===== config.mk =====
export PLATFORM = sky130hd
export DESIGN_NAME = bcis_core
export DESIGN_NICKNAME = d
export VERILOG_FILES = /design/src/pkg/bcis_pkg.sv /design/src/rtl/bcis_core.sv /design/src/rtl/bcis_decode.sv /design/src/rtl/bcis_stack.sv
export SDC_FILE = /design/constraint.sdc
export NUM_CORES = 1
export LEC_CHECK = 0
export ABC_AREA = 0
export BUFFER_PORTS_ARGS = -buffer_cell sky130_fd_sc_hd__buf_4
export CAP_MARGIN = 20
export CORE_ASPECT_RATIO = 1.5
export CORE_MARGIN = 3
export CORE_UTILIZATION = 35
export CTS_CLUSTER_SIZE = 14
export DETAILED_ROUTE_END_ITERATION = 10
export RECOVER_POWER = 100
export REMOVE_ABC_BUFFERS = 1
export SKIP_CTS_REPAIR_TIMING = 1
export SLEW_MARGIN = 20
export SYNTH_ARGS = -nofsm -noshare
export SYNTH_HDL_FRONTEND = slang
export SYNTH_SLANG_ARGS = --single-unit
export TNS_END_PERCENT = 1

===== constraint.sdc =====
create_clock -name aclk -period 7.67 [get_ports aclk]
set_clock_uncertainty 0.15 [all_clocks]
set_input_delay 1.534 -clock aclk [delete_from_list [all_inputs] [get_ports aclk]]
set_output_delay 1.534 -clock aclk [all_outputs]
set_load 0.01 [all_outputs]

===== src/pkg/bcis_pkg.sv =====
/*
 * bcis_pkg: shared constants, types and register map of the
 * instruction-subset core.
 * Assumes: a 12-bit instruction word, an 11-bit program counter.
 */
`default_nettype none
package bcis_pkg;
   // byte addresses on the register bus
   localparam logic [7:0] A_INSTR  = 8'h00;
   localparam logic [7:0] A_ACC    = 8'h04;
   localparam logic [7:0] A_STATUS = 8'h08;
   localparam logic [7:0] A_PC     = 8'h0C;
   localparam logic [7:0] A_CSTAT  = 8'h10;
   localparam logic [7:0] A_OPTION = 8'h14;
   localparam logic [7:0] A_WDT    = 8'h18;
   localparam logic [7:0] A_PSC    = 8'h1C;
   localparam logic [7:0] A_STACK  = 8'h20;
   localparam logic [7:0] A_FILE   = 8'h80;
   localparam int FILE_MSB = 7;
   ////////////////////////////////////////////////////////////////////
   localparam int PC_W      = 11;
   localparam int IW        = 12;
   localparam int NFILE     = 32;
   localparam int ST_Z      = 2;
   localparam int ST_PWRDN  = 3;
   localparam int ST_TO     = 4;
   localparam int ST_PA_LO  = 5;
   localparam int ST_PA_HI  = 6;
   localparam int CS_BUSY   = 0;
   localparam int CS_BAD    = 1;
   localparam int OPT_PSA   = 3;
   localparam logic [7:0] STATUS_RST = 8'h18;
   localparam logic [7:0] OPTION_RST = 8'hFF;
   localparam logic [7:0] BYTE_ZERO  = 8'h00;
   localparam logic [7:0] BYTE_ONES  = 8'hFF;
   localparam logic [PC_W-1:0] PC_RST = 11'h7FF;
   localparam logic [PC_W-1:0] PC_ONE = 11'h001;
   localparam logic [1:0] RESP_OKAY   = 2'h0;
   localparam logic [1:0] RESP_SLVERR = 2'h2;
   ////////////////////////////////////////////////////////////////////
   localparam logic [5:0]    PFX_AND    = 6'h05;
   localparam logic [3:0]    PFX_BTZ    = 4'h6;
   localparam logic [3:0]    PFX_BTO    = 4'h7;
   localparam logic [3:0]    PFX_CALL   = 4'h9;
   localparam logic [IW-1:0] OPC_NOP    = 12'h000;
   localparam logic [IW-1:0] OPC_KICK   = 12'h004;
   localparam logic [IW-1:0] OPC_CLRACC = 12'h040;

   typedef enum logic [2:0] {
      OP_NOP  = 3'b000,
      OP_AND  = 3'b001,
      OP_BTZ  = 3'b010,
      OP_BTO  = 3'b011,
      OP_CLRA = 3'b100,
      OP_CALL = 3'b101,
      OP_KICK = 3'b110,
      OP_BAD  = 3'b111
   } bcis_op_t;

   typedef struct packed {
      bcis_op_t   op;
      logic [4:0] fidx;
      logic [2:0] bsel;
      logic       dest;
      logic [7:0] lit;
   } bcis_dec_t;

   typedef enum logic [1:0] {
      S_IDLE = 2'b00,
      S_EXEC = 2'b01,
      S_SKIP = 2'b10,
      S_CALL = 2'b11
   } bcis_state_t;
endpackage
`default_nettype wire


===== src/rtl/bcis_core.sv =====
/*
 * bcis_core: executes a subset of an 8-bit baseline instruction set,
 * issued one word at a time by software over AXI4-Lite.
 * Assumes: one clock, synchronous active-low reset, a single bus
 * master with at most one write and one read under way.
 */
// Chosen here: register access over AXI4-Lite and the placing of the registers.
// Contract
// - acc AND file 0..31 goes to acc (d=0) or file (d=1), only Z moves.
// - skip-if-zero tests file bit 0..7, skips when it is 0, flags kept.
// - skip-if-one tests the chosen bit, skips when it is 1, flags kept.
// - a taken skip drops the prefetched word, runs a no-op, two cycles.
// - clear-accumulator loads 00h and sets Z, nothing else.
// - a call first pushes program counter plus 1 on the stack.
// - a call puts literal in pc 7:0, status 6:5 in pc 10:9, zero in pc 8.
// - a call takes two cycles and leaves the flags alone.
// - a watchdog kick zeroes the counter, sets both low-active flags.
// - the kick zeroes the prescaler only while it feeds the watchdog.
// - a bit-test skip takes one cycle when not taken and two when taken.
`timescale 1ns/1ps
`default_nettype none
module bcis_core #(
   parameter int ADDR_W      = 8,
   parameter int STACK_DEPTH = 2
) (
   input  wire logic              aclk,
   input  wire logic              aresetn,
   input  wire logic [ADDR_W-1:0] s_axi_awaddr,
   input  wire logic [2:0]        s_axi_awprot,
   input  wire logic              s_axi_awvalid,
   output logic                   s_axi_awready,
   input  wire logic [31:0]       s_axi_wdata,
   input  wire logic [3:0]        s_axi_wstrb,
   input  wire logic              s_axi_wvalid,
   output logic                   s_axi_wready,
   output logic [1:0]             s_axi_bresp,
   output logic                   s_axi_bvalid,
   input  wire logic              s_axi_bready,
   input  wire logic [ADDR_W-1:0] s_axi_araddr,
   input  wire logic [2:0]        s_axi_arprot,
   input  wire logic              s_axi_arvalid,
   output logic                   s_axi_arready,
   output logic [31:0]            s_axi_rdata,
   output logic [1:0]             s_axi_rresp,
   output logic                   s_axi_rvalid,
   input  wire logic              s_axi_rready
);
   localparam int PW = bcis_pkg::PC_W;

   function automatic logic [31:0] strb_merge(input logic [31:0] old,
                                              input logic [31:0] nw,
                                              input logic [3:0]  strb);
      logic [31:0] r;
      r = old;
      for (int i = 0; i < 4; i++) begin
         if (strb[i]) r[i*8 +: 8] = nw[i*8 +: 8];
      end
      return r;
   endfunction

   function automatic logic is_file(input logic [ADDR_W-1:0] a);
      return a[bcis_pkg::FILE_MSB] && (a[1:0] == 2'h0);
   endfunction

   ////////////////////////////////////////////////////////////////////
   // state
   bcis_pkg::bcis_state_t state_ff, nxt_state;
   logic [11:0]   instr_ff;
   logic [7:0]    acc_ff, nxt_acc;
   logic [7:0]    status_ff, nxt_status;
   logic [PW-1:0] pc_ff, nxt_pc;
   logic [7:0]    option_ff;
   logic [7:0]    wdt_ff, psc_ff;
   logic          bad_ff;
   logic [7:0]    file_ff [bcis_pkg::NFILE];

   logic              aw_held_ff, w_held_ff;
   logic [ADDR_W-1:0] awaddr_ff;
   logic [31:0]       wdata_ff;
   logic [3:0]        wstrb_ff;
   logic              bvalid_ff, rvalid_ff;
   logic [1:0]        bresp_ff, rresp_ff;
   logic [31:0]       rdata_ff;

   bcis_pkg::bcis_dec_t dec;
   logic [PW-1:0]       stack_top;

   ////////////////////////////////////////////////////////////////////
   // write channel acceptance
   assign s_axi_awready = !aw_held_ff && !bvalid_ff;
   assign s_axi_wready  = !w_held_ff && !bvalid_ff;
   assign s_axi_bvalid  = bvalid_ff;
   assign s_axi_bresp   = bresp_ff;

   wire aw_take = s_axi_awvalid && s_axi_awready;
   wire w_take  = s_axi_wvalid && s_axi_wready;
   wire wr_do   = (aw_held_ff || aw_take) && (w_held_ff || w_take);
   wire [ADDR_W-1:0] waddr = aw_held_ff ? awaddr_ff : s_axi_awaddr;
   wire [31:0]       wdat  = w_held_ff ? wdata_ff : s_axi_wdata;
   wire [3:0]        wstb  = w_held_ff ? wstrb_ff : s_axi_wstrb;

   wire busy      = state_ff != bcis_pkg::S_IDLE;
   wire hw_instr  = waddr == bcis_pkg::A_INSTR;
   wire hw_acc    = waddr == bcis_pkg::A_ACC;
   wire hw_status = waddr == bcis_pkg::A_STATUS;
   wire hw_pc     = waddr == bcis_pkg::A_PC;
   wire hw_cstat  = waddr == bcis_pkg::A_CSTAT;
   wire hw_option = waddr == bcis_pkg::A_OPTION;
   wire hw_file   = is_file(waddr);
   wire hw_any    = hw_instr || hw_acc || hw_status || hw_pc ||
                    hw_cstat || hw_option || hw_file;
   // writes are refused while an instruction is in flight
   wire wr_ok     = wr_do && hw_any && !busy;
   wire instr_go  = wr_ok && hw_instr;

   wire [31:0] m_instr  = strb_merge({20'h0, instr_ff}, wdat, wstb);
   wire [31:0] m_acc    = strb_merge({24'h0, acc_ff}, wdat, wstb);
   wire [31:0] m_status = strb_merge({24'h0, status_ff}, wdat, wstb);
   wire [31:0] m_pc     = strb_merge({21'h0, pc_ff}, wdat, wstb);
   wire [31:0] m_option = strb_merge({24'h0, option_ff}, wdat, wstb);
   wire [4:0]  bus_fidx = waddr[6:2];
   wire [31:0] m_file   = strb_merge({24'h0, file_ff[bus_fidx]},
                                     wdat, wstb);
   wire bad_clr = wr_ok && hw_cstat && wstb[0] &&
                  wdat[bcis_pkg::CS_BAD];

   ////////////////////////////////////////////////////////////////////
   // execution datapath
   bcis_decode u_decode (
      .instr (instr_ff),
      .dec   (dec)
   );

   wire          exec    = state_ff == bcis_pkg::S_EXEC;
   wire [7:0]    f_val   = file_ff[dec.fidx];
   wire [7:0]    and_res = acc_ff & f_val;
   wire          f_bit   = f_val[dec.bsel];
   wire [PW-1:0] pc_inc  = pc_ff + bcis_pkg::PC_ONE;
   wire skip_hit = (dec.op == bcis_pkg::OP_BTZ && !f_bit) ||
                   (dec.op == bcis_pkg::OP_BTO && f_bit);
   wire do_call  = exec && dec.op == bcis_pkg::OP_CALL;
   wire kick     = exec && dec.op == bcis_pkg::OP_KICK;
   wire psa      = option_ff[bcis_pkg::OPT_PSA];
   // call target built from page bits as they stand now
   wire [PW-1:0] call_pc = {status_ff[bcis_pkg::ST_PA_HI:bcis_pkg::ST_PA_LO],
                            1'b0, dec.lit};

   bcis_stack #(
      .DEPTH (STACK_DEPTH),
      .W     (PW)
   ) u_stack (
      .aclk      (aclk),
      .aresetn   (aresetn),
      .push      (do_call),
      .push_data (pc_inc),
      .top       (stack_top)
   );

   // one write port on the file array, exec and bus never overlap
   wire       ex_fwr  = exec && dec.op == bcis_pkg::OP_AND && dec.dest;
   wire       file_we = ex_fwr || (wr_ok && hw_file);
   wire [4:0] file_wi = ex_fwr ? dec.fidx : bus_fidx;
   wire [7:0] file_wd = ex_fwr ? and_res : m_file[7:0];

   ////////////////////////////////////////////////////////////////////
   // watchdog counter and shared prescaler
   wire psc_carry = psc_ff == bcis_pkg::BYTE_ONES;
   wire wdt_step  = psa ? psc_carry : 1'b1;
   wire wdt_wrap  = wdt_step && wdt_ff == bcis_pkg::BYTE_ONES && !kick;
   wire [7:0] nxt_psc = (kick && psa) ? bcis_pkg::BYTE_ZERO
                                      : 8'(psc_ff + 8'h01);
   wire [7:0] nxt_wdt = kick ? bcis_pkg::BYTE_ZERO
                             : 8'(wdt_ff + {7'h00, wdt_step});

   ////////////////////////////////////////////////////////////////////
   // next-state of the architectural registers
   always_comb begin
      nxt_state  = state_ff;
      nxt_acc    = acc_ff;
      nxt_status = status_ff;
      nxt_pc     = pc_ff;
      case (state_ff)
         bcis_pkg::S_IDLE: begin
            if (instr_go) nxt_state = bcis_pkg::S_EXEC;
            if (wr_ok && hw_acc) nxt_acc = m_acc[7:0];
            if (wr_ok && hw_status) nxt_status = m_status[7:0];
            if (wr_ok && hw_pc) nxt_pc = m_pc[PW-1:0];
         end
         bcis_pkg::S_EXEC: begin
            nxt_state = bcis_pkg::S_IDLE;
            nxt_pc    = pc_inc;
            case (dec.op)
               bcis_pkg::OP_AND: begin
                  if (!dec.dest) nxt_acc = and_res;
                  nxt_status[bcis_pkg::ST_Z] = and_res == bcis_pkg::BYTE_ZERO;
               end
               bcis_pkg::OP_BTZ,
               bcis_pkg::OP_BTO: begin
                  // not taken ends here in one cycle
                  if (skip_hit) nxt_state = bcis_pkg::S_SKIP;
               end
               bcis_pkg::OP_CLRA: begin
                  nxt_acc = bcis_pkg::BYTE_ZERO;
                  nxt_status[bcis_pkg::ST_Z] = 1'b1;
               end
               bcis_pkg::OP_CALL: begin
                  nxt_pc    = call_pc;
                  nxt_state = bcis_pkg::S_CALL;
               end
               bcis_pkg::OP_KICK: begin
                  nxt_status[bcis_pkg::ST_TO] = 1'b1;
                  nxt_status[bcis_pkg::ST_PWRDN] = 1'b1;
               end
               default: begin
               end
            endcase
         end
         // discarded prefetch runs as a no-op
         bcis_pkg::S_SKIP: begin
            nxt_pc    = pc_inc;
            nxt_state = bcis_pkg::S_IDLE;
         end
         // second call cycle, flags untouched
         bcis_pkg::S_CALL: nxt_state = bcis_pkg::S_IDLE;
         default: nxt_state = bcis_pkg::S_IDLE;
      endcase
      if (wdt_wrap) nxt_status[bcis_pkg::ST_TO] = 1'b0;
   end

   always_ff @(posedge aclk) begin
      if (!aresetn) begin
         state_ff  <= bcis_pkg::S_IDLE;
         acc_ff    <= bcis_pkg::BYTE_ZERO;
         status_ff <= bcis_pkg::STATUS_RST;
         pc_ff     <= bcis_pkg::PC_RST;
      end else begin
         state_ff  <= nxt_state;
         acc_ff    <= nxt_acc;
         status_ff <= nxt_status;
         pc_ff     <= nxt_pc;
      end
   end

   always_ff @(posedge aclk) begin
      if (!aresetn) begin
         instr_ff  <= bcis_pkg::OPC_NOP;
         option_ff <= bcis_pkg::OPTION_RST;
         wdt_ff    <= bcis_pkg::BYTE_ZERO;
         psc_ff    <= bcis_pkg::BYTE_ZERO;
         bad_ff    <= 1'b0;
      end else begin
         if (instr_go) instr_ff <= m_instr[11:0];
         if (wr_ok && hw_option) option_ff <= m_option[7:0];
         wdt_ff <= nxt_wdt;
         psc_ff <= nxt_psc;
         // a new unsupported word wins over the clear
         bad_ff <= (exec && dec.op == bcis_pkg::OP_BAD) ||
                   (bad_ff && !bad_clr);
      end
   end

   always_ff @(posedge aclk) begin
      if (!aresetn) begin
         for (int i = 0; i < bcis_pkg::NFILE; i++) begin
            file_ff[i] <= bcis_pkg::BYTE_ZERO;
         end
      end else if (file_we) begin
         file_ff[file_wi] <= file_wd;
      end
   end

   ////////////////////////////////////////////////////////////////////
   // write address/data holding and response
   always_ff @(posedge aclk) begin
      if (!aresetn) begin
         aw_held_ff <= 1'b0;
         w_held_ff  <= 1'b0;
         awaddr_ff  <= '0;
         wdata_ff   <= 32'h0000_0000;
         wstrb_ff   <= 4'h0;
         bvalid_ff  <= 1'b0;
         bresp_ff   <= bcis_pkg::RESP_OKAY;
      end else begin
         if (aw_take) awaddr_ff <= s_axi_awaddr;
         if (w_take) begin
            wdata_ff <= s_axi_wdata;
            wstrb_ff <= s_axi_wstrb;
         end
         if (wr_do) begin
            aw_held_ff <= 1'b0;
            w_held_ff  <= 1'b0;
            bvalid_ff  <= 1'b1;
            bresp_ff   <= wr_ok ? bcis_pkg::RESP_OKAY
                                : bcis_pkg::RESP_SLVERR;
         end else begin
            if (aw_take) aw_held_ff <= 1'b1;
            if (w_take) w_held_ff <= 1'b1;
            if (bvalid_ff && s_axi_bready) bvalid_ff <= 1'b0;
         end
      end
   end

   ////////////////////////////////////////////////////////////////////
   // read channel
   assign s_axi_arready = !rvalid_ff;
   assign s_axi_rvalid  = rvalid_ff;
   assign s_axi_rdata   = rdata_ff;
   assign s_axi_rresp   = rresp_ff;

   wire ar_take = s_axi_arvalid && s_axi_arready;
   wire [ADDR_W-1:0] ra = s_axi_araddr;
   wire [7:0] cstat = {6'h00, bad_ff, busy};
   wire r_file = is_file(ra);
   wire r_hit  = r_file || ra == bcis_pkg::A_INSTR ||
                 ra == bcis_pkg::A_ACC || ra == bcis_pkg::A_STATUS ||
                 ra == bcis_pkg::A_PC || ra == bcis_pkg::A_CSTAT ||
                 ra == bcis_pkg::A_OPTION || ra == bcis_pkg::A_WDT ||
                 ra == bcis_pkg::A_PSC || ra == bcis_pkg::A_STACK;
   wire [31:0] rd_mux =
      r_file                     ? {24'h0, file_ff[ra[6:2]]} :
      ra == bcis_pkg::A_INSTR    ? {20'h0, instr_ff}  :
      ra == bcis_pkg::A_ACC      ? {24'h0, acc_ff}    :
      ra == bcis_pkg::A_STATUS   ? {24'h0, status_ff} :
      ra == bcis_pkg::A_PC       ? {21'h0, pc_ff}     :
      ra == bcis_pkg::A_CSTAT    ? {24'h0, cstat}     :
      ra == bcis_pkg::A_OPTION   ? {24'h0, option_ff} :
      ra == bcis_pkg::A_WDT      ? {24'h0, wdt_ff}    :
      ra == bcis_pkg::A_PSC      ? {24'h0, psc_ff}    :
      ra == bcis_pkg::A_STACK    ? {21'h0, stack_top} : 32'h0000_0000;

   always_ff @(posedge aclk) begin
      if (!aresetn) begin
         rvalid_ff <= 1'b0;
         rdata_ff  <= 32'h0000_0000;
         rresp_ff  <= bcis_pkg::RESP_OKAY;
      end else if (ar_take) begin
         rvalid_ff <= 1'b1;
         rdata_ff  <= rd_mux;
         rresp_ff  <= r_hit ? bcis_pkg::RESP_OKAY : bcis_pkg::RESP_SLVERR;
      end else if (rvalid_ff && s_axi_rready) begin
         rvalid_ff <= 1'b0;
      end
   end
endmodule
`default_nettype wire


===== src/rtl/bcis_decode.sv =====
/*
 * bcis_decode: splits a 12-bit instruction word into operation and
 * operand fields.
 * Assumes: purely combinational use inside the core.
 */
`timescale 1ns/1ps
`default_nettype none
module bcis_decode (
   input  wire logic [11:0]      instr,
   output bcis_pkg::bcis_dec_t   dec
);
   wire is_and  = instr[11:6] == bcis_pkg::PFX_AND;
   wire is_btz  = instr[11:8] == bcis_pkg::PFX_BTZ;
   wire is_bto  = instr[11:8] == bcis_pkg::PFX_BTO;
   wire is_call = instr[11:8] == bcis_pkg::PFX_CALL;
   wire is_clra = instr == bcis_pkg::OPC_CLRACC;
   wire is_kick = instr == bcis_pkg::OPC_KICK;
   wire is_nop  = instr == bcis_pkg::OPC_NOP;

   assign dec.op = is_and  ? bcis_pkg::OP_AND  :
                   is_btz  ? bcis_pkg::OP_BTZ  :
                   is_bto  ? bcis_pkg::OP_BTO  :
                   is_call ? bcis_pkg::OP_CALL :
                   is_clra ? bcis_pkg::OP_CLRA :
                   is_kick ? bcis_pkg::OP_KICK :
                   is_nop  ? bcis_pkg::OP_NOP  : bcis_pkg::OP_BAD;
   assign dec.fidx = instr[4:0];
   assign dec.dest = instr[5];
   assign dec.bsel = instr[7:5];
   assign dec.lit  = instr[7:0];
endmodule
`default_nettype wire


===== src/rtl/bcis_stack.sv =====
/*
 * bcis_stack: hardware return stack, push only, shift organised.
 * Assumes: DEPTH of two or more; the oldest entry falls off the end.
 */
`timescale 1ns/1ps
`default_nettype none
module bcis_stack #(
   parameter int DEPTH = 2,
   parameter int W     = 11
) (
   input  wire logic         aclk,
   input  wire logic         aresetn,
   input  wire logic         push,
   input  wire logic [W-1:0] push_data,
   output logic      [W-1:0] top
);
   logic [W-1:0] slot_ff [DEPTH];

   always_ff @(posedge aclk) begin
      if (!aresetn) begin
         for (int i = 0; i < DEPTH; i++) slot_ff[i] <= '0;
      end else if (push) begin
         slot_ff[0] <= push_data;
         for (int i = 1; i < DEPTH; i++) slot_ff[i] <= slot_ff[i-1];
      end
   end

   assign top = slot_ff[0];
endmodule
`default_nettype wire


After elaboration in Yosys (flattened, before gate mapping) --
Memory sizes are Yosys's and may differ from the RTL's. A register that Yosys moved wholly into a read port is not among the register bits. Cells that the tools add are included.
Storage, ports and cells: flip-flop bits (word level) 128, latch bits 0, RAM bits 278, bits in read-only memories 0, output and inout port bits 41, logic and storage cells 231, memories kept 2
Cells by class: add/subtract/negate cells 3, multipliers 0, div/mod/pow operators 0, order comparisons 1, equal/unequal tests 43, shift-type cells 0, muxes and demuxes 65, bitwise gates (word level) 4, reduce and logical (&&, ||, !) cells 89
Memory list:
- file_ff | depth 32, width 8, rd ports 3, clocked after memory_dff 1, write ports 32, RTL line bcis_core.sv:75 | logic [7:0] file_ff [bcis_pkg::NFILE];
- u_stack.slot_ff | depth 2, width 11, rd ports 1, clocked after memory_dff 0, write ports 2, RTL line bcis_stack.sv:17 | logic [W-1:0] slot_ff [DEPTH];
Operators with widths (count):
- 2-to-1 mux 11 bit | 12
- 2-to-1 mux 8 bit | 7
- equality test 8 x 5 -> 1 bit, second input constant | 6
- 2-to-1 mux 12 bit | 3
- one-hot mux 11 bit (3 select lines) | 1
- equality test 8 x 4 -> 1 bit, second input constant | 4
- logical AND 1 bit | 32
- one-hot mux 8 bit (2 select lines) | 2
- 2-to-1 mux 5 bit | 6
- zero test 8 bit | 3
- 2-to-1 mux 3 bit | 8
- logical OR 1 bit | 20
- equality test 8 x 3 -> 1 bit, second input constant | 2
- equality test 8 bit, second input constant | 2
- 2-to-1 mux 1 bit | 15
- equality test 12 x 3 -> 1 bit, second input constant | 1
- equality test 12 x 7 -> 1 bit, second input constant | 1
- equality test 3 bit, second input constant | 4
- zero test 12 bit | 1
- 2-to-1 mux 2 bit | 6
- inequality test 2 bit, second input constant | 6
- AND reduction 4 bit | 3
- adder 11 x 1 -> 11 bit, second input constant | 1
- OR reduction 2 bit | 5
- other kinds (30) | 54

Longest topological paths before layout --
word-level depth 17, gate-level depth with buffers 13, mapped depth without buffers 9

Hierarchy --
Synthesis repeated with hierarchy kept, for this count alone.
Unflattened totals: cells, all modules 1962, area total of the unflattened synthesis 22605.4 um^2
Modules (own cells, without submodules):
- bcis_core | times used 1, cells each 1905, area an instance 21938.5 um^2, sequential area each 9809.4 um^2
- bcis_stack | times used 1, cells each 25, area an instance 422.9 um^2, sequential area each 330.3 um^2
- bcis_decode | times used 1, cells each 32, area an instance 244.0 um^2, sequential area each 0.0 um^2

Worst setup path after synthesis --
No wires, ideal clock.
path kind input to register, from input s_axi_araddr[2], to register rdata_ff[1] (netlist: s_axi_rdata[1]), library setup time 116 ps, arrival 3903 ps, data required time 7404 ps, setup slack 3502 ps, stages on the path 7, path through clkbuf_1 > buf_1 > mux4_2 > mux4_2 > mux2_2 > a21oi_1 > nor2_1
Between the ends: cells in the longest elaborated chain, start to end 11, elaborated cells on any way between the ends 20
Ends and longest elaborated chain:
- start, declared | RTL line bcis_core.sv:39 | input wire logic [ADDR_W-1:0] s_axi_araddr,
- equality test 8 x 6 -> 1 bit | RTL line bcis_core.sv:329 | ra == bcis_pkg::A_STACK ? {21'h0, stack_top} : 32'h0000_0000;
- 2-to-1 mux 11 bit | RTL line bcis_core.sv:329
- 2-to-1 mux 11 bit | RTL line bcis_core.sv:328 | ra == bcis_pkg::A_PSC ? {24'h0, psc_ff} :
- 2-to-1 mux 11 bit | RTL line bcis_core.sv:327 | ra == bcis_pkg::A_WDT ? {24'h0, wdt_ff} :
- 2-to-1 mux 11 bit | RTL line bcis_core.sv:326 | ra == bcis_pkg::A_OPTION ? {24'h0, option_ff} :
- 2-to-1 mux 11 bit | RTL line bcis_core.sv:325 | ra == bcis_pkg::A_CSTAT ? {24'h0, cstat} :
- 2-to-1 mux 11 bit | RTL line bcis_core.sv:324 | ra == bcis_pkg::A_PC ? {21'h0, pc_ff} :
- 2-to-1 mux 11 bit | RTL line bcis_core.sv:323 | ra == bcis_pkg::A_STATUS ? {24'h0, status_ff} :
- 2-to-1 mux 11 bit | RTL line bcis_core.sv:322 | ra == bcis_pkg::A_ACC ? {24'h0, acc_ff} :
- 2-to-1 mux 12 bit | RTL line bcis_core.sv:321 | ra == bcis_pkg::A_INSTR ? {20'h0, instr_ff} :
- 2-to-1 mux 12 bit (*) | RTL line bcis_core.sv:320 | r_file ? {24'h0, file_ff[ra[6:2]]} :
- end signal, assigned | RTL line bcis_core.sv:338 | rdata_ff <= rd_mux;
- end, declared | RTL line bcis_core.sv:83 | logic [31:0] rdata_ff;
Mark *: on every way between the ends. The rest lies on a longest branch, timed or not. A chain may end at the register's enable or synchronous reset.

==> flow_summary.yaml <==
run_status:
  status: "complete, but fails checks"
  violations: "capacitance limit, slew limit"
sta:
  hold_viol: 0
  tightest_slew_ps: 2760
  fmax_mhz: 164
  grt_setup_unrepaired: "false"
  final.min_clock_period_ps: 6100
  setup_ws_ps: 1570
  maxSlewHeadroom_pct: -83.7
  hold_slack_ps: 304
  finalMaxSlewViolations: 197
  setup_violations: 0
  post-route-period-util_pct: 79.5
cts:
  numClockSinks: 378
  clock_latency_ps: 560
  numCtsBuffers: 38
  cts_tree: "yes"
  cts_buffer_depth: 3
  cts_root_buf: "clkbuf_16"
  htreeDepth: 2
  clkTransAtPathRegs_ps: 60
cells_and_area:
  nFillCells: 6139
  fin_nets: 2093
  syn_to_final_growth_pct: 9.83
  drive_above_1_share_pct: 15.7
  final-seq-area_um2: 10200
  multi_input_area_um2: 11500
drt:
  first_iter_violations: 2037
  ant_nets: 0
  firstDrtPassIters: 9
  wl_um: 77600
  route.detailed.drc: 0
  wl_per_cell_um: 27.2
  vias: 17273
  viasPerCell: 6.06
yosys:
  synth.distinct_cells: 68
  synth_seq_cells: 378
  seq_area_frac_synth_pct: 45.4
  yosys_warnings: 0
  synth-main-ff-cell: "edfxtp_1"
  synthCells: 2032
  synth.cell_area_um2: 22600
  synthArstFlopShare_pct: 0
  avgSynthCellArea_um2: 11.1
  synth-edff-count: 267
die:
  fp.dieArea_um2: 67600
  die_w_um: 213
  die_h_um: 317
  pin_count: 106
  rows: 113
  start_util_pct: 35.4
  coreArea_um2: 63600
placement:
  dp.final_hpwl_um: 55700
  portBuffers: 55
  dp_worst_setup_slack_ps: 2470
  place.gp.congestion: 0.932
setup_path:
  path_cells: "mux2_2, buf_4, mux2i_1, mux4_2, mux4_2, a21oi_1, a21oi_2, buf_4, nor2_1"
  crit_path_max_fanout: 75
  crit_slowest_cell: "mux2_2"
  cp_num_buf_inv: 2
  critical-path-top-delay-family: "multiplexers"
  critPathLaunchType: "flop"
  criticalPathCategory: "reg -> reg"
  critPathMaxStageDelay_ps: 2030
  endpoint_kind: "flop"
  cp_data_required_time_ps: 7910
  cp_data_arrival_time_ps: 6340
pwr:
  power.total_w: 0.00556
  power_density_nw_per_um2: 224
  leakage_nw: 8.83
  peakVddDrop_mv: 0.130
global_route:
  grt_pass1_wl_um: 114000
  grt_pass1_vias: 17307
  grt_overflow: 0
  antenna_found_initial: 3
  grt_max_degree: 76
  grt_usage_pct: 22.7
job:
  cap_violations: 4
worst_hold_path:
  hold_path.class: "reg -> reg"
[metrics by stage]
stage                     util, %  cells  setup TNS, ps  area (um^2)
after floorplan                 -   1884         -84420        21800
after CTS                    39.1   2851              0        24900
after detailed placement     37.1   2784              0        23600
after global routing         38.9   2851              0        24800
final                        38.9   2852              0        24800
after global placement       37.1   2784              0        23600
[layout by cell type (no fill, tap or decap), types with 16 or more instances in the layout]
| cell | instances |
|---|---|
| edfxtp_1 | 267 |
| o21ai_0 | 46 |
| mux4_2 | 141 |
| dfxtp_1 | 108 |
| o211ai_1 | 19 |
| inv_1 | 17 |
| nand2_1 | 188 |
| conb_1 | 22 |
| nor2_1 | 385 |
| mux2i_1 | 271 |
| nor3_1 | 16 |
| clkbuf_1 | 28 |
| a22oi_1 | 40 |
| a21oi_1 | 65 |
| clkbuf_16 | 39 |
| mux2_2 | 31 |
| nand3_1 | 45 |
| buf_4 | 69 |
[report_power, final]
part	internal, W	leakage (nW)	switching [W]
clock	0.00112	0.621	0.000824
sequential	0.00227	3.66	0.000108
combinational	0.000451	4.55	0.000781
total	0.00384	8.83	0.00171
[cells in the mapped netlist (all sizes together) (3+ instances only)]
| cell | count | share of area, % |
|---|---|---|
| a211oi | 13 | 0.43 |
| a21oi | 67 | 1.5 |
| a221o | 4 | 0.18 |
| a222oi | 5 | 0.22 |
| a22o | 5 | 0.19 |
| a22oi | 40 | 1.3 |
| a2bb2oi | 3 | 0.12 |
| a31oi | 13 | 0.36 |
| a32o | 5 | 0.22 |
| a32oi | 4 | 0.16 |
| and2 | 12 | 0.33 |
| and3 | 13 | 0.36 |
| buf | 104 | 2.7 |
| clkbuf | 65 | 1.1 |
| dfxtp | 111 | 9.9 |
| edfxtp | 267 | 36 |
| ha | 9 | 0.50 |
| inv | 18 | 0.30 |
| mux2 | 31 | 1.5 |
| mux2i | 274 | 12 |
| mux4 | 141 | 14 |
| nand2 | 188 | 3.1 |
| nand2b | 10 | 0.28 |
| nand3 | 45 | 1.0 |
| nand3b | 4 | 0.13 |
| nand4 | 7 | 0.19 |
| nor2 | 389 | 6.5 |
| nor2b | 11 | 0.31 |
| nor3 | 17 | 0.40 |
| nor3b | 9 | 0.30 |
| nor4 | 10 | 0.28 |
| o211ai | 19 | 0.63 |
| o21a | 3 | 0.10 |
| o21ai | 47 | 1.0 |
| o221ai | 7 | 0.27 |
| o22ai | 3 | 0.083 |
| o31a | 7 | 0.27 |
| or2 | 3 | 0.083 |
| or3 | 3 | 0.083 |
| xnor2 | 13 | 0.50 |
| xor2 | 9 | 0.35 |
[layer usage]
| layer | global-route usage, % | vias up | wire [um] |
|---|---|---|---|
| met5 | 0 | - | 30 |
| met4 | 18.1 | 4 | 7720 |
| met3 | 3.06 | 276 | 5110 |
| met2 | 39.9 | 875 | 38900 |
| met1 | 24.4 | 8579 | 25800 |
| li1 | - | 7539 | - |
[worst reg2reg max path: stages (launching register included)]
cell and delay (ps):
dfxtp_1 950, mux2_2 2040, buf_4 840, mux2i_1 170, mux4_2 620, mux4_2 480, a21oi_1 190, a21oi_2 40
buf_4 300, nor2_1 170
[registers in the layout, summed over array words and instances, names as in the netlist, 11 cells and up, named ones only]
name	count
instr_ff	12
u_stack.slot_ff	11
wdata_ff	12
pc_ff	11
file_ff	256
s_axi_rdata	12
[cell families after synthesis]
group / synth area share, %
simple gates: 13.7
mux: 27.8
xor+xnor: 0.854
buf+inv: 4.06
fa+ha+maj: 0.499
compound gates: 7.71
flops: 45.4
other cells: 0.0166
[layout make-up]
| cell class | instances | area share (%) |
|---|---|---|
| multi-input cells | 1488 | 46.6 |
| flip-flops and latches | 378 | 41.4 |
| clock buffers | 47 | 4.14 |
| well taps | 805 | 4.07 |
| repair buffers | 95 | 2.65 |
| clock inverters | 20 | 0.914 |
| inverters | 18 | 0.273 |
| diodes | 1 | 0.0101 |
[final timing paths]
kind	start	endpoint	slack [ps]	depth (start not counted)
max reg2reg	aw_held_ff	file_ff[11][3]	1570	9
min reg2reg	wdata_ff[5]	wdata_ff[5]	300	2
max	aw_held_ff	file_ff[11][3]	1570	9
min	wdata_ff[5]	wdata_ff[5]	300	2
Power figures use the tool's default switching activity.
